==> src/ecrm_defines.vh <==
// Constants for the Ethernet core register map: address ranges, local
// offsets, individually placed registers, reset values and answer timing.
// Assumes word addresses of 12 bits and 32-bit data words.
`ifndef ECRM_DEFINES_VH
`define ECRM_DEFINES_VH

// ----------------------------------------------------------------------
// Category ranges, selected by address bits [11:8]
// ----------------------------------------------------------------------
`define ECRM_CAT_KR 4'h0
`define ECRM_CAT_PHY 4'h3
`define ECRM_CAT_TXMAC 4'h4
`define ECRM_CAT_RXMAC 4'h5
`define ECRM_CAT_TXPAUSE 4'h6
`define ECRM_CAT_RXPAUSE 4'h7
`define ECRM_CAT_TXSTAT 4'h8
`define ECRM_CAT_RXSTAT 4'h9
`define ECRM_CAT_TXPTP 4'ha
`define ECRM_CAT_RXPTP 4'hb

// ----------------------------------------------------------------------
// Common registers at the start of each range except the backplane range
// ----------------------------------------------------------------------
`define ECRM_LOC_REVID 8'h00
`define ECRM_LOC_SCRATCH 8'h01
`define ECRM_LOC_NAME0 8'h02
`define ECRM_LOC_NAME2 8'h04

// ----------------------------------------------------------------------
// Backplane sub-ranges and their remap, and the reserved range
// ----------------------------------------------------------------------
`define ECRM_KR_TOP_LO 12'h0b0
`define ECRM_KR_TOP_HI 12'h0bd
`define ECRM_KR_FEC_LO 12'h0b8
`define ECRM_KR_AN_LO 12'h0c0
`define ECRM_KR_AN_HI 12'h0cc
`define ECRM_KR_LT_LO 12'h0d0
`define ECRM_KR_LT_HI 12'h0eb
`define ECRM_KR_REMAP 12'h400
`define ECRM_RSVD_LO 12'h100
`define ECRM_RSVD_HI 12'h2ff

// ----------------------------------------------------------------------
// Forwarded groups
// ----------------------------------------------------------------------
`define ECRM_PHY_LO 12'h310
`define ECRM_PHY_HI 12'h344
`define ECRM_TXPAUSE_LO 12'h605
`define ECRM_TXPAUSE_HI 12'h60a
`define ECRM_RXPAUSE_LO 12'h700
`define ECRM_RXPAUSE_HI 12'h703
`define ECRM_TXCNT_LO 12'h800
`define ECRM_TXCNT_HI 12'h837
`define ECRM_TXCNT2_LO 12'h860
`define ECRM_TXCNT2_HI 12'h861
`define ECRM_RXCNT_LO 12'h900
`define ECRM_RXCNT_HI 12'h937
`define ECRM_RXCNT2_LO 12'h960
`define ECRM_RXCNT2_HI 12'h961
`define ECRM_TXPTP_LO 12'ha00
`define ECRM_TXPTP_HI 12'ha0c
`define ECRM_RXPTP_LO 12'hb00
`define ECRM_RXPTP_HI 12'hb06

// ----------------------------------------------------------------------
// Individually placed registers
// ----------------------------------------------------------------------
`define ECRM_FAULT_CFG 12'h405
`define ECRM_IPG_REM 12'h406
`define ECRM_TX_LIMIT 12'h407
`define ECRM_RX_LIMIT 12'h506
`define ECRM_CRC_FWD 12'h507
`define ECRM_FAULT_STAT 12'h508
`define ECRM_LEN_CHECK 12'h50a
`define ECRM_TX_OVS_CNT 12'h80c
`define ECRM_TX_CNT_CFG 12'h845
`define ECRM_TX_CNT_STAT 12'h846
`define ECRM_RX_OVS_CNT 12'h90c
`define ECRM_RX_CNT_CFG 12'h945
`define ECRM_RX_CNT_STAT 12'h946

// ----------------------------------------------------------------------
// Field positions, reset values, constants
// ----------------------------------------------------------------------
`define ECRM_CNT_CFG_CLEAR 0
`define ECRM_CNT_STAT_SAT 0
`define ECRM_RST_ZERO 32'h00000000
`define ECRM_RST_LIMIT 32'h00002580
`define ECRM_RSVD_VALUE 32'h00000000
`define ECRM_REVID_VALUE 32'h00a5c301
`define ECRM_NAME_BASE 32'h65746820
`define ECRM_TIMEOUT_CYCLES 64

`endif

==> src/ecrm_regmap.v <==
// Register map decoder for a 40 Gb/s Ethernet core's control port.
// Assumes a single requester that waits for each read answer before
// issuing its next request; the core's sub-blocks sit behind the
// forwarding port and answer reads with a one-cycle valid pulse.
`timescale 1ns/10ps
`include "ecrm_defines.vh"

module ecrm_regmap #(
    parameter EN_KR = 1,
    parameter EN_FEC = 1,
    parameter EN_AN = 1,
    parameter EN_LT = 1,
    parameter EN_FAULT = 1,
    parameter EN_AVG_IPG = 1,
    parameter EN_FLOW = 1,
    parameter EN_TX_STATS = 1,
    parameter EN_RX_STATS = 1,
    parameter EN_PTP = 1,
    parameter [31:0] REVID = `ECRM_REVID_VALUE, // Arbitrary value
    parameter TIMEOUT_CYCLES = `ECRM_TIMEOUT_CYCLES
) (
    input wire clk_in,
    input wire rst_n_in,

    input wire [11:0] status_address_in,
    input wire status_read_in,
    input wire status_write_in,
    input wire [31:0] status_writedata_in,
    output reg [31:0] status_readdata_out,
    output reg status_readdata_valid_out,
    output reg status_busy_out,
    output reg status_read_timeout_out,

    output reg [11:0] sub_address_out,
    output reg sub_read_out,
    output reg sub_write_out,
    output reg [31:0] sub_writedata_out,
    input wire [31:0] sub_readdata_in,
    input wire sub_readdata_valid_in,

    input wire tx_frame_done_in,
    input wire [31:0] tx_frame_len_in,
    input wire rx_frame_done_in,
    input wire [31:0] rx_frame_len_in,
    input wire [31:0] fault_status_in,

    output reg [31:0] fault_signal_config_out,
    output reg [31:0] idle_column_removal_out,
    output reg [31:0] rx_crc_forward_config_out,
    output reg rx_length_check_enable_out
);

    // ------------------------------------------------------------------
    // Address classification
    // ------------------------------------------------------------------
    wire [3:0] cat = status_address_in[11:8];
    wire [7:0] loc = status_address_in[7:0];
    wire [11:0] a = status_address_in;

    reg range_on;
    reg common_hit;
    reg fwd_hit;
    reg [11:0] fwd_addr;

    always @* begin
        case (cat)
            `ECRM_CAT_PHY, `ECRM_CAT_TXMAC, `ECRM_CAT_RXMAC: range_on = 1'b1;
            `ECRM_CAT_TXPAUSE, `ECRM_CAT_RXPAUSE: range_on = (EN_FLOW != 0);
            `ECRM_CAT_TXSTAT: range_on = (EN_TX_STATS != 0);
            `ECRM_CAT_RXSTAT: range_on = (EN_RX_STATS != 0);
            `ECRM_CAT_TXPTP, `ECRM_CAT_RXPTP: range_on = (EN_PTP != 0);
            default: range_on = 1'b0;
        endcase
    end

    always @* begin
        common_hit = range_on && (loc <= `ECRM_LOC_NAME2);

        fwd_addr = a;
        fwd_hit = 1'b0;

        if (a >= `ECRM_KR_TOP_LO && a <= `ECRM_KR_TOP_HI) begin
            fwd_hit = (EN_KR != 0) &&
                      (a < `ECRM_KR_FEC_LO || EN_FEC != 0);
        end else if (a >= `ECRM_KR_AN_LO && a <= `ECRM_KR_AN_HI) begin
            fwd_hit = (EN_KR != 0) && (EN_AN != 0);
        end else if (a >= `ECRM_KR_LT_LO && a <= `ECRM_KR_LT_HI) begin
            fwd_hit = (EN_KR != 0) && (EN_LT != 0);
        end else if (a >= `ECRM_PHY_LO && a <= `ECRM_PHY_HI) begin
            fwd_hit = 1'b1;
        end else if ((a >= `ECRM_TXPAUSE_LO && a <= `ECRM_TXPAUSE_HI) ||
                     (a >= `ECRM_RXPAUSE_LO && a <= `ECRM_RXPAUSE_HI)) begin
            fwd_hit = (EN_FLOW != 0);
        end else if (a != `ECRM_TX_OVS_CNT &&
                     ((a >= `ECRM_TXCNT_LO && a <= `ECRM_TXCNT_HI) ||
                      (a >= `ECRM_TXCNT2_LO && a <= `ECRM_TXCNT2_HI))) begin
            fwd_hit = (EN_TX_STATS != 0);
        end else if (a != `ECRM_RX_OVS_CNT &&
                     ((a >= `ECRM_RXCNT_LO && a <= `ECRM_RXCNT_HI) ||
                      (a >= `ECRM_RXCNT2_LO && a <= `ECRM_RXCNT2_HI))) begin
            fwd_hit = (EN_RX_STATS != 0);
        end else if ((a >= `ECRM_TXPTP_LO && a <= `ECRM_TXPTP_HI) ||
                     (a >= `ECRM_RXPTP_LO && a <= `ECRM_RXPTP_HI)) begin
            fwd_hit = (EN_PTP != 0);
        end

        if (cat == `ECRM_CAT_KR) begin
            fwd_addr = a + `ECRM_KR_REMAP;
        end

        if (common_hit) begin
            fwd_hit = 1'b0;
        end
    end

    // ------------------------------------------------------------------
    // Local registers
    // ------------------------------------------------------------------
    reg [31:0] scratch [0:15];

    reg [31:0] tx_frame_length_limit;
    reg [31:0] rx_frame_length_limit;
    reg [31:0] tx_counter_config;
    reg [31:0] rx_counter_config;

    reg [31:0] tx_oversize_counter;
    reg [31:0] rx_oversize_counter;

    reg local_hit;
    reg [31:0] local_data;

    wire accept = !status_busy_out;
    wire do_write = accept && status_write_in && !status_read_in;

    wire tx_sat = (tx_oversize_counter == 32'hffffffff);
    wire rx_sat = (rx_oversize_counter == 32'hffffffff);

    always @* begin
        local_hit = 1'b1;
        local_data = `ECRM_RSVD_VALUE;

        if (common_hit) begin
            case (loc)
                `ECRM_LOC_REVID: local_data = REVID;
                `ECRM_LOC_SCRATCH: local_data = scratch[cat];
                default: local_data = `ECRM_NAME_BASE + {24'h000000, cat, loc[3:0]};
            endcase
        end else begin
            case (a)
                `ECRM_FAULT_CFG: begin
                    local_hit = (EN_FAULT != 0);
                    local_data = fault_signal_config_out;
                end

                `ECRM_IPG_REM: begin
                    local_hit = (EN_AVG_IPG != 0);
                    local_data = idle_column_removal_out;
                end

                `ECRM_TX_LIMIT: local_data = tx_frame_length_limit;
                `ECRM_RX_LIMIT: local_data = rx_frame_length_limit;
                `ECRM_CRC_FWD: local_data = rx_crc_forward_config_out;

                `ECRM_FAULT_STAT: begin
                    local_data = (EN_FAULT != 0) ? fault_status_in :
                                 `ECRM_RST_ZERO;
                end

                `ECRM_LEN_CHECK: local_data = {31'h00000000, rx_length_check_enable_out};

                `ECRM_TX_OVS_CNT, `ECRM_TX_CNT_CFG, `ECRM_TX_CNT_STAT: begin
                    local_hit = (EN_TX_STATS != 0);
                    if (a == `ECRM_TX_OVS_CNT) begin
                        local_data = tx_oversize_counter;
                    end else if (a == `ECRM_TX_CNT_CFG) begin
                        local_data = tx_counter_config;
                    end else begin
                        local_data = {31'h00000000, tx_sat};
                    end
                end

                `ECRM_RX_OVS_CNT, `ECRM_RX_CNT_CFG, `ECRM_RX_CNT_STAT: begin
                    local_hit = (EN_RX_STATS != 0);
                    if (a == `ECRM_RX_OVS_CNT) begin
                        local_data = rx_oversize_counter;
                    end else if (a == `ECRM_RX_CNT_CFG) begin
                        local_data = rx_counter_config;
                    end else begin
                        local_data = {31'h00000000, rx_sat};
                    end
                end

                default: local_hit = 1'b0;
            endcase
        end

        if (!local_hit) begin
            local_data = `ECRM_RSVD_VALUE;
        end
    end

    // Scratch word per range; reserved and read-only words take no write
    genvar gi;

    generate
        for (gi = 0; gi < 16; gi = gi + 1) begin : g_scratch
            always @(posedge clk_in or negedge rst_n_in) begin
                if (!rst_n_in) begin
                    scratch[gi] <= `ECRM_RST_ZERO;
                end else if (do_write && common_hit && cat == gi &&
                             loc == `ECRM_LOC_SCRATCH) begin
                    scratch[gi] <= status_writedata_in;
                end
            end
        end
    endgenerate

    always @(posedge clk_in or negedge rst_n_in) begin
        if (!rst_n_in) begin
            fault_signal_config_out <= `ECRM_RST_ZERO;
            idle_column_removal_out <= `ECRM_RST_ZERO;
            tx_frame_length_limit <= `ECRM_RST_LIMIT;
            rx_frame_length_limit <= `ECRM_RST_LIMIT;
            rx_crc_forward_config_out <= `ECRM_RST_ZERO;
            rx_length_check_enable_out <= 1'b0;
            tx_counter_config <= `ECRM_RST_ZERO;
            rx_counter_config <= `ECRM_RST_ZERO;
        end else if (do_write && !common_hit && local_hit) begin
            // Read-only and reserved words fall through untouched
            case (a)
                `ECRM_FAULT_CFG: fault_signal_config_out <= status_writedata_in;
                `ECRM_IPG_REM: idle_column_removal_out <= status_writedata_in;
                `ECRM_TX_LIMIT: tx_frame_length_limit <= status_writedata_in;
                `ECRM_RX_LIMIT: rx_frame_length_limit <= status_writedata_in;
                `ECRM_CRC_FWD: rx_crc_forward_config_out <= status_writedata_in;
                `ECRM_LEN_CHECK: begin
                    rx_length_check_enable_out <= status_writedata_in[0];
                end
                `ECRM_TX_CNT_CFG: tx_counter_config <= status_writedata_in;
                `ECRM_RX_CNT_CFG: rx_counter_config <= status_writedata_in;

                default: tx_counter_config <= tx_counter_config;
            endcase
        end
    end

    // ------------------------------------------------------------------
    // Oversize counters
    // ------------------------------------------------------------------
    always @(posedge clk_in or negedge rst_n_in) begin
        if (!rst_n_in) begin
            tx_oversize_counter <= `ECRM_RST_ZERO;
            rx_oversize_counter <= `ECRM_RST_ZERO;
        end else begin
            if (tx_counter_config[`ECRM_CNT_CFG_CLEAR]) begin
                tx_oversize_counter <= `ECRM_RST_ZERO;
            end else if (tx_frame_done_in && tx_frame_len_in > tx_frame_length_limit &&
                         !tx_sat) begin
                tx_oversize_counter <= tx_oversize_counter + 32'h00000001;
            end

            if (rx_counter_config[`ECRM_CNT_CFG_CLEAR]) begin
                rx_oversize_counter <= `ECRM_RST_ZERO;
            end else if (rx_frame_done_in && rx_frame_len_in > rx_frame_length_limit &&
                         !rx_sat) begin
                rx_oversize_counter <= rx_oversize_counter + 32'h00000001;
            end
        end
    end

    // ------------------------------------------------------------------
    // Request handling and forwarding
    // ------------------------------------------------------------------
    reg [7:0] wait_count;

    always @(posedge clk_in or negedge rst_n_in) begin
        if (!rst_n_in) begin
            status_readdata_out <= `ECRM_RST_ZERO;
            status_readdata_valid_out <= 1'b0;
            status_busy_out <= 1'b0;
            status_read_timeout_out <= 1'b0;
            sub_address_out <= 12'h000;
            sub_read_out <= 1'b0;
            sub_write_out <= 1'b0;
            sub_writedata_out <= `ECRM_RST_ZERO;
            wait_count <= 8'h00;
        end else begin
            status_readdata_valid_out <= 1'b0;
            status_read_timeout_out <= 1'b0;
            sub_read_out <= 1'b0;
            sub_write_out <= 1'b0;

            if (status_busy_out) begin
                wait_count <= wait_count + 8'h01;

                if (sub_readdata_valid_in) begin
                    status_readdata_out <= sub_readdata_in;
                    status_readdata_valid_out <= 1'b1;
                    status_busy_out <= 1'b0;
                end else if (wait_count == TIMEOUT_CYCLES - 1) begin
                    status_readdata_out <= `ECRM_RSVD_VALUE;
                    status_readdata_valid_out <= 1'b1;
                    status_read_timeout_out <= 1'b1;
                    status_busy_out <= 1'b0;
                end
            end else if (status_read_in && fwd_hit) begin
                sub_address_out <= fwd_addr;
                sub_read_out <= 1'b1;
                status_busy_out <= 1'b1;
                wait_count <= 8'h00;
            end else if (status_read_in) begin
                status_readdata_out <= local_data;
                status_readdata_valid_out <= 1'b1;
            end else if (status_write_in && fwd_hit) begin
                sub_address_out <= fwd_addr;
                sub_writedata_out <= status_writedata_in;
                sub_write_out <= 1'b1;
            end
        end
    end

endmodule

==> config.mk <==
export PLATFORM = sky130hd
export DESIGN_NAME = ecrm_regmap
export DESIGN_NICKNAME = d
export VERILOG_FILES = /design/src/ecrm_regmap.v
export VERILOG_INCLUDE_DIRS = /design/src
export SDC_FILE = /design/constraint.sdc
export NUM_CORES = 2
export LEC_CHECK = 0
export ABC_AREA = 1
export BUFFER_PORTS_ARGS = -buffer_cell sky130_fd_sc_hd__buf_2
export CAP_MARGIN = 30
export CORE_MARGIN = 1.5
export CORE_UTILIZATION = 36
export CTS_CLUSTER_SIZE = 40
export DETAILED_ROUTE_END_ITERATION = 10
export REMOVE_ABC_BUFFERS = 1
export SYNTH_ARGS = -nofsm -noshare
export SYNTH_HDL_FRONTEND = slang
export SYNTH_SLANG_ARGS = --single-unit
==> constraint.sdc <==
create_clock -name clk_in -period 2 [get_ports clk_in]
set_input_delay 0.1 -clock clk_in [delete_from_list [all_inputs] [get_ports clk_in]]
set_output_delay 0.1 -clock clk_in [all_outputs]
set_load 0.05 [all_outputs]
# Yosys cells after proc, flatten, opt, wreduce, memory -nomap -nowiden
# Memory sizes are Yosys's and may differ from the RTL's.
# Index checks and enable logic that the tools add are counted.
[totals] regBits=890 rom_bits=16 inputBits=179 out_inout_bits=178 memories=1
[memory_table] name="(name not given)" words=16 width=1 rd=1 rd_ports_with_merged_regs=0 write_ports=0 line="ecrm_regmap.v:66" source="case (cat)"
[classes] n_addsub=5 n_lt_le_gt_ge=28 n_eq_ne=37 n_mux=53 n_bitwise=4 reduce_logical=88
[ops] cell="$mux W32" n=17
[ops] cell="$pmux W32 S9" n=1
[ops] cell="$bmux W32 S4" n=1
[ops] cell="$eq A12 B11 Y1 const B" n=7
[ops] cell="$eq A12 B12 Y1 const B" n=6
[ops] cell="$ge A12 B12 Y1 const B" n=6
[ops] cell="$le A12 B12 Y1 const B" n=6
[ops] cell="$add A32 B1 Y32 const B" n=2
[ops] cell="$eq A32 B32 Y1 const B" n=2
[ops] cell="$gt A32 B32 Y1" n=2
[ops] cell="$pmux W32 S2" n=1
[ops] cell="$logic_and A1 B1 Y1" n=58
[ops] cell="$mux W12" n=4
[ops] cell="$ge A12 B8 Y1 const B" n=3
[ops] cell="$le A12 B8 Y1 const B" n=3
[ops] cell="$add A31 B8 Y32 const A" n=1
[ops] cell="$eq A4 B4 Y1 const B" n=8
[ops] cell="$mux W1" n=27
[ops] cell="$ge A12 B11 Y1 const B" n=2
[ops] cell="$le A12 B11 Y1 const B" n=2
[ops] cell="$ne A12 B12 Y1 const B" n=2
[ops] cell="$eq A4 B3 Y1 const B" n=4
[ops] cell="$mux W8" n=2
[ops] cell="$reduce_and A2 Y1" n=8
[ops] cell="other kinds (24)" n=40

# Longest topological paths before layout
[depth] ltp_word=17 mapped_depth=18 ltp_nobuf=17

# Least setup slack after synthesis
# No wires, ideal clock.
[synth_timing] path_kind="reg-to-reg" start="reg status_busy_out" end="reg scratch[157] (netlist name)" setup_time_ns=0.128 t_arrival_ns=2.177 t_required_ns=1.872 setup_slack_ns=-0.305 path_stages_with_launch=9 n_path_buf=2 synth_period_minus_slack_ns=2.305 cell_sequence="dfrtp_1 > clkbuf_1 > nor2_1 > nand2_1 > nor3_4 > nand3_4 > buf_6 > nand2_1 > o21ai_2"
[synth_via] elab_chain_cells=6
[synth_rtl] item="from (decl)" line="ecrm_regmap.v:31" source="output reg status_busy_out,"
[synth_rtl] item="from (signal assigned)" line="ecrm_regmap.v:280" source="status_busy_out <= 1'b0;"
[synth_rtl] item="from (signal assigned)" line="ecrm_regmap.v:299" source="status_busy_out <= 1'b0;"
[synth_rtl] item="from (signal assigned)" line="ecrm_regmap.v:304" source="status_busy_out <= 1'b0;"
[synth_rtl] item="$logic_not A1 Y1" line="ecrm_regmap.v:132" source="wire accept = !status_busy_out;"
[synth_rtl] item="$logic_and A1 B1 Y1 (2 in a row)" line="ecrm_regmap.v:133" source="wire do_write = accept && status_write_in && !status_read_in;"
[synth_rtl] item="$logic_and A1 B1 Y1 (2 in a row)" line="ecrm_regmap.v:210" source="end else if (do_write && common_hit && cat == gi &&"
[synth_rtl] item="$logic_and A1 B1 Y1 (no line)"
[synth_rtl] item="to (signal, indexed assignment)" line="ecrm_regmap.v:209" source="scratch[gi] <= `ECRM_RST_ZERO;"
[synth_rtl] item="to (signal, indexed assignment)" line="ecrm_regmap.v:212" source="scratch[gi] <= status_writedata_in;"
[synth_rtl] item="to (decl)" line="ecrm_regmap.v:119" source="reg [31:0] scratch [0:15];"
# No other way between the ends.
# A chain may end at the register's enable or synchronous reset.

# Worst setup path after layout
[layout_timing] start="reg rx_frame_length_limit[7]" end="reg rx_oversize_counter[22]"
[layout_via] elab_chain_cells=4
[layout_rtl] item="from (decl)" line="ecrm_regmap.v:122" source="reg [31:0] rx_frame_length_limit;"
[layout_rtl] item="from (signal assigned)" line="ecrm_regmap.v:223" source="rx_frame_length_limit <= `ECRM_RST_LIMIT;"
[layout_rtl] item="from (signal assigned)" line="ecrm_regmap.v:234" source="`ECRM_RX_LIMIT: rx_frame_length_limit <= status_writedata_in;"
[layout_rtl] item="$gt A32 B32 Y1" line="ecrm_regmap.v:264" source="end else if (rx_frame_done_in && rx_frame_len_in > rx_frame_length_limit &&"
[layout_rtl] item="$logic_and A1 B1 Y1 (2 in a row)" line="ecrm_regmap.v:264"
[layout_rtl] item="$reduce_bool A2 Y1 (no line)"
[layout_rtl] item="to (signal assigned)" line="ecrm_regmap.v:253" source="rx_oversize_counter <= `ECRM_RST_ZERO;"
[layout_rtl] item="to (signal assigned)" line="ecrm_regmap.v:263" source="rx_oversize_counter <= `ECRM_RST_ZERO;"
[layout_rtl] item="to (signal assigned)" line="ecrm_regmap.v:266" source="rx_oversize_counter <= rx_oversize_counter + 32'h00000001;"
[layout_rtl] item="to (decl)" line="ecrm_regmap.v:127" source="reg [31:0] rx_oversize_counter;"
# No other way between the ends.

==> metrics.txt <==
Slew @ Worst Pin=~0.83 ns; Clock Pin Slew Worst Setup and Hold Paths=about 0.060 ns; number of remaining DRC errors=0; Power Density=roughly 780 mW/mm^2; share of the clock period used by the worst path=1.26; total CTS buffers=100; Layout Skew=about 0.034 ns; IO buf count=356; min-delay src=status_address_in[6]; DR WL/cell=22.3 um; Leakage=0.0277 uW; Max-Cap Viols=0; final hold slack=0.0578 ns; Worst R2R Path Depth=12; warnings from Yosys=0; vias in the first global route=around 41000; hold endpoint=sub_address_out[6]; HP Class=in2reg; Synth Area per Inst=8.16 um^2; final worst setup slack=-0.521 ns; clock root cell=clkbuf_16; Synth Register Bits=890; RSZ-0062 raised after global routing=yes; Startpoint Class=register; Mapped Cells=between 5000 and 6000; final WL=~180 mm; Rows=128; Core ar.=about 0.12 mm^2; Longest Clk Path Bufs=3; layout cells sized above 1=0.223; TritonCTS clock tree=yes; cell area after synthesis=approximately 0.044 mm^2; run status=finished, violations left; Post-Synth Simple-Gate Area=0.233; leading cell type in the layout, fill and taps excluded=nand2_1; Critical R2R Launch=rx_frame_length_limit[7]; drt pass-1 iters=7; vias per cell=roughly 5.4; xor/xnor cell area share of the yosys netlist=0.0127; Sink Count=890; overall die area=0.125 mm^2; Final min period=about 2.5 ns; hpwl dp=between 100 and 150 mm; total track usage=0.272; mux contribution to synthesized area=0.000227; peak supply drop=~0.54 mV; GP Congestion=0.965; Relative slew margins=0.445; routed vias=about 42000; Hold Vio Cnt, Final=0; CP endpoint kind=register; Arr. time, crit path=3.09 ns; worst hold path depth=5; Final Max Slew Viols=0; R2R Setup Slk=-0.52 ns; Die Ht=353 um; storage element area=roughly 0.022 mm^2; H-tree Lvls=3; dpl ws=-0.701 ns; largest net degree at the start of global routing=between 80 and 90; initial antenna violation count=7; area share of fa/ha/maj cells after synthesis=0.0216; footprint of the multi-input gates=~0.02 mm^2; Final Setup Violations=64; # IOs=between 300 and 400; setup_tns=-25.97 ns; Starting Density=0.363; Final ANT Viol Nets=0; Max FO, Critical Path=8; fill cell count=between 10000 and 15000; NumNets Final=between 6000 and 7000; total grt overflow=0; Worst-Skew Late Latency=between 0.7 and 0.8 ns; initial DRC count=approximately 4900; area growth from synthesis to layout=28.9%; Seq/Total Area, Yosys=0.505; most frequent cells in the layout=1745 x nand2_1, 879 x dfrtp_1, 560 x o21ai_0, 496 x buf_4, 356 x buf_2; Fmax achieved=0.397 GHz; distinct cell type count after synthesis=around 50; CP Class=reg2reg; main combinational cell family by area after synthesis=simple AND/OR/NAND/NOR gates; worst r2r dst=rx_oversize_counter[22]; die width=353 um; first-pass GRT wire length=between 200 and 300 mm; failing checks=negative setup slack; Req. time, crit path=2.57 ns; Synth Area in Compound Gates=0.159
==> state kept, by name, indices dropped and copies added, names as in the netlist, 8 cells and up <==
name / count
idle_column_removal_out: 32
sub_writedata_out: 32
rx_oversize_counter: 32
sub_address_out: 12
status_readdata_out: 32
rx_crc_forward_config_out: 32
tx_oversize_counter: 32
scratch: 512
rx_frame_length_limit: 32
rx_counter_config: 32
tx_frame_length_limit: 32
wait_count: 8
tx_counter_config: 32
fault_signal_config_out: 32
==> cell usage after synthesis, drive strengths merged <==
master,n,area (um^2)
nor3,34,186
dfstp,8,210
a22oi,178,1340
nand3,271,1470
a21oi,92,460
inv,314,1180
nor4,14,103
o21a,2,15.0
nor3b,3,22.5
or2,18,113
a21boi,5,37.5
nor2,185,742
nand3b,1,7.51
clkbuf,248,931
nand4,138,885
o2111ai,6,52.6
o22ai,27,169
ha,76,951
xor2,54,473
o21ai,897,4730
xnor2,10,87.6
a221oi,1,8.76
dfrtp,882,22100
clkinv,2,7.51
a31oi,2,12.5
nand2,1778,6720
o211ai,24,180
buf,126,865
o221ai,2,17.5
a21o,1,7.51
or3,1,6.26
mux2i,1,10.0
nor4b,2,17.5
==> what timing repair did <==
item | in CTS | in global routing
setup endpoints to repair | 97 | 197
hold endpoints to repair | 1645 | 0
cloned | 9 | 10
resized for setup | 107 | 86
pin swaps | 68 | 45
hold buffers | 79 | 0
buffers inserted | 10 | 12
==> worst max path at each step <==
stage	startpoint	endpoint	slack (ns)
after floorplan	status_address_in[9]	scratch[33]	-5.35
after global placement	status_address_in[11]	sub_writedata_out[27]	-0.67
after detailed placement	rx_frame_length_limit[7]	rx_oversize_counter[1]	-0.70
after CTS	rx_frame_length_limit[7]	rx_oversize_counter[20]	-0.45
after global routing	rx_frame_length_limit[7]	rx_oversize_counter[5]	-0.52
final	rx_frame_length_limit[7]	rx_oversize_counter[22]	-0.52
==> where the power goes <==
part	internal, uW	leakage, uW	switching [uW]
Sequential	18600	0.0123	413
Combinational	2100	0.0138	4940
Clock	10300	0.00155	7770
Total	31000	0.0277	13100
==> kinds of logic after synthesis <==
| logic type | count (synthesis) |
|---|---|
| and+or+nand+nor | 2445 |
| buffers and inverters | 690 |
| adders and majority gates | 76 |
| AOI/OAI and AO/OA | 1237 |
| DFF | 890 |
| muxes | 1 |
| xor gates and xnor gates | 64 |
==> through the flow <==
| stage | utilization | std cells | cell area, um^2 | power [uW] |
|---|---|---|---|---|
| floorplan | - | 5029 | 42300 | 22400 |
| global placement | 0.425 | 7589 | 51600 | 25500 |
| detailed placement | 0.425 | 7589 | 51600 | 25600 |
| CTS | 0.463 | 7858 | 56300 | 44000 |
| global route | 0.468 | 7873 | 56800 | 45600 |
| finish | 0.468 | 7874 | 56800 | 44100 |
==> layer usage <==
layer / share of wire / track usage / vias up
li1: - / - / 19500
met1: 0.42 / 0.368 / 20600
met2: 0.46 / 0.436 / 1719
met3: 0.066 / 0.0377 / 333
met4: 0.046 / 0.115 / 0
met5: 0 / 0 / -
==> critical path, stage by stage, from the launching register on <==
cell and delay (ns):
dfstp_2 0.55, inv_2 0.05, ha_4 0.27, nand2_4 0.05
o211ai_1 0.51, nand2_1 0.21, nand3_4 0.16, nand2_4 0.06
nand3_4 0.12, nand2_8 0.11, buf_12 0.17, nand3_2 0.05
nand2_1 0.06
==> cell type report <==
class                      instances  area share
sequential                       890       0.392
multi-input combinational       3823       0.344
timing repair buffer            1048       0.152
clock buffer                     144      0.0505
tap                             1625      0.0358
inverter                         316      0.0209
clock inverter                    27     0.00471
antenna                            1   0.0000440
Note: power is estimated with default switching activity, not from simulation.
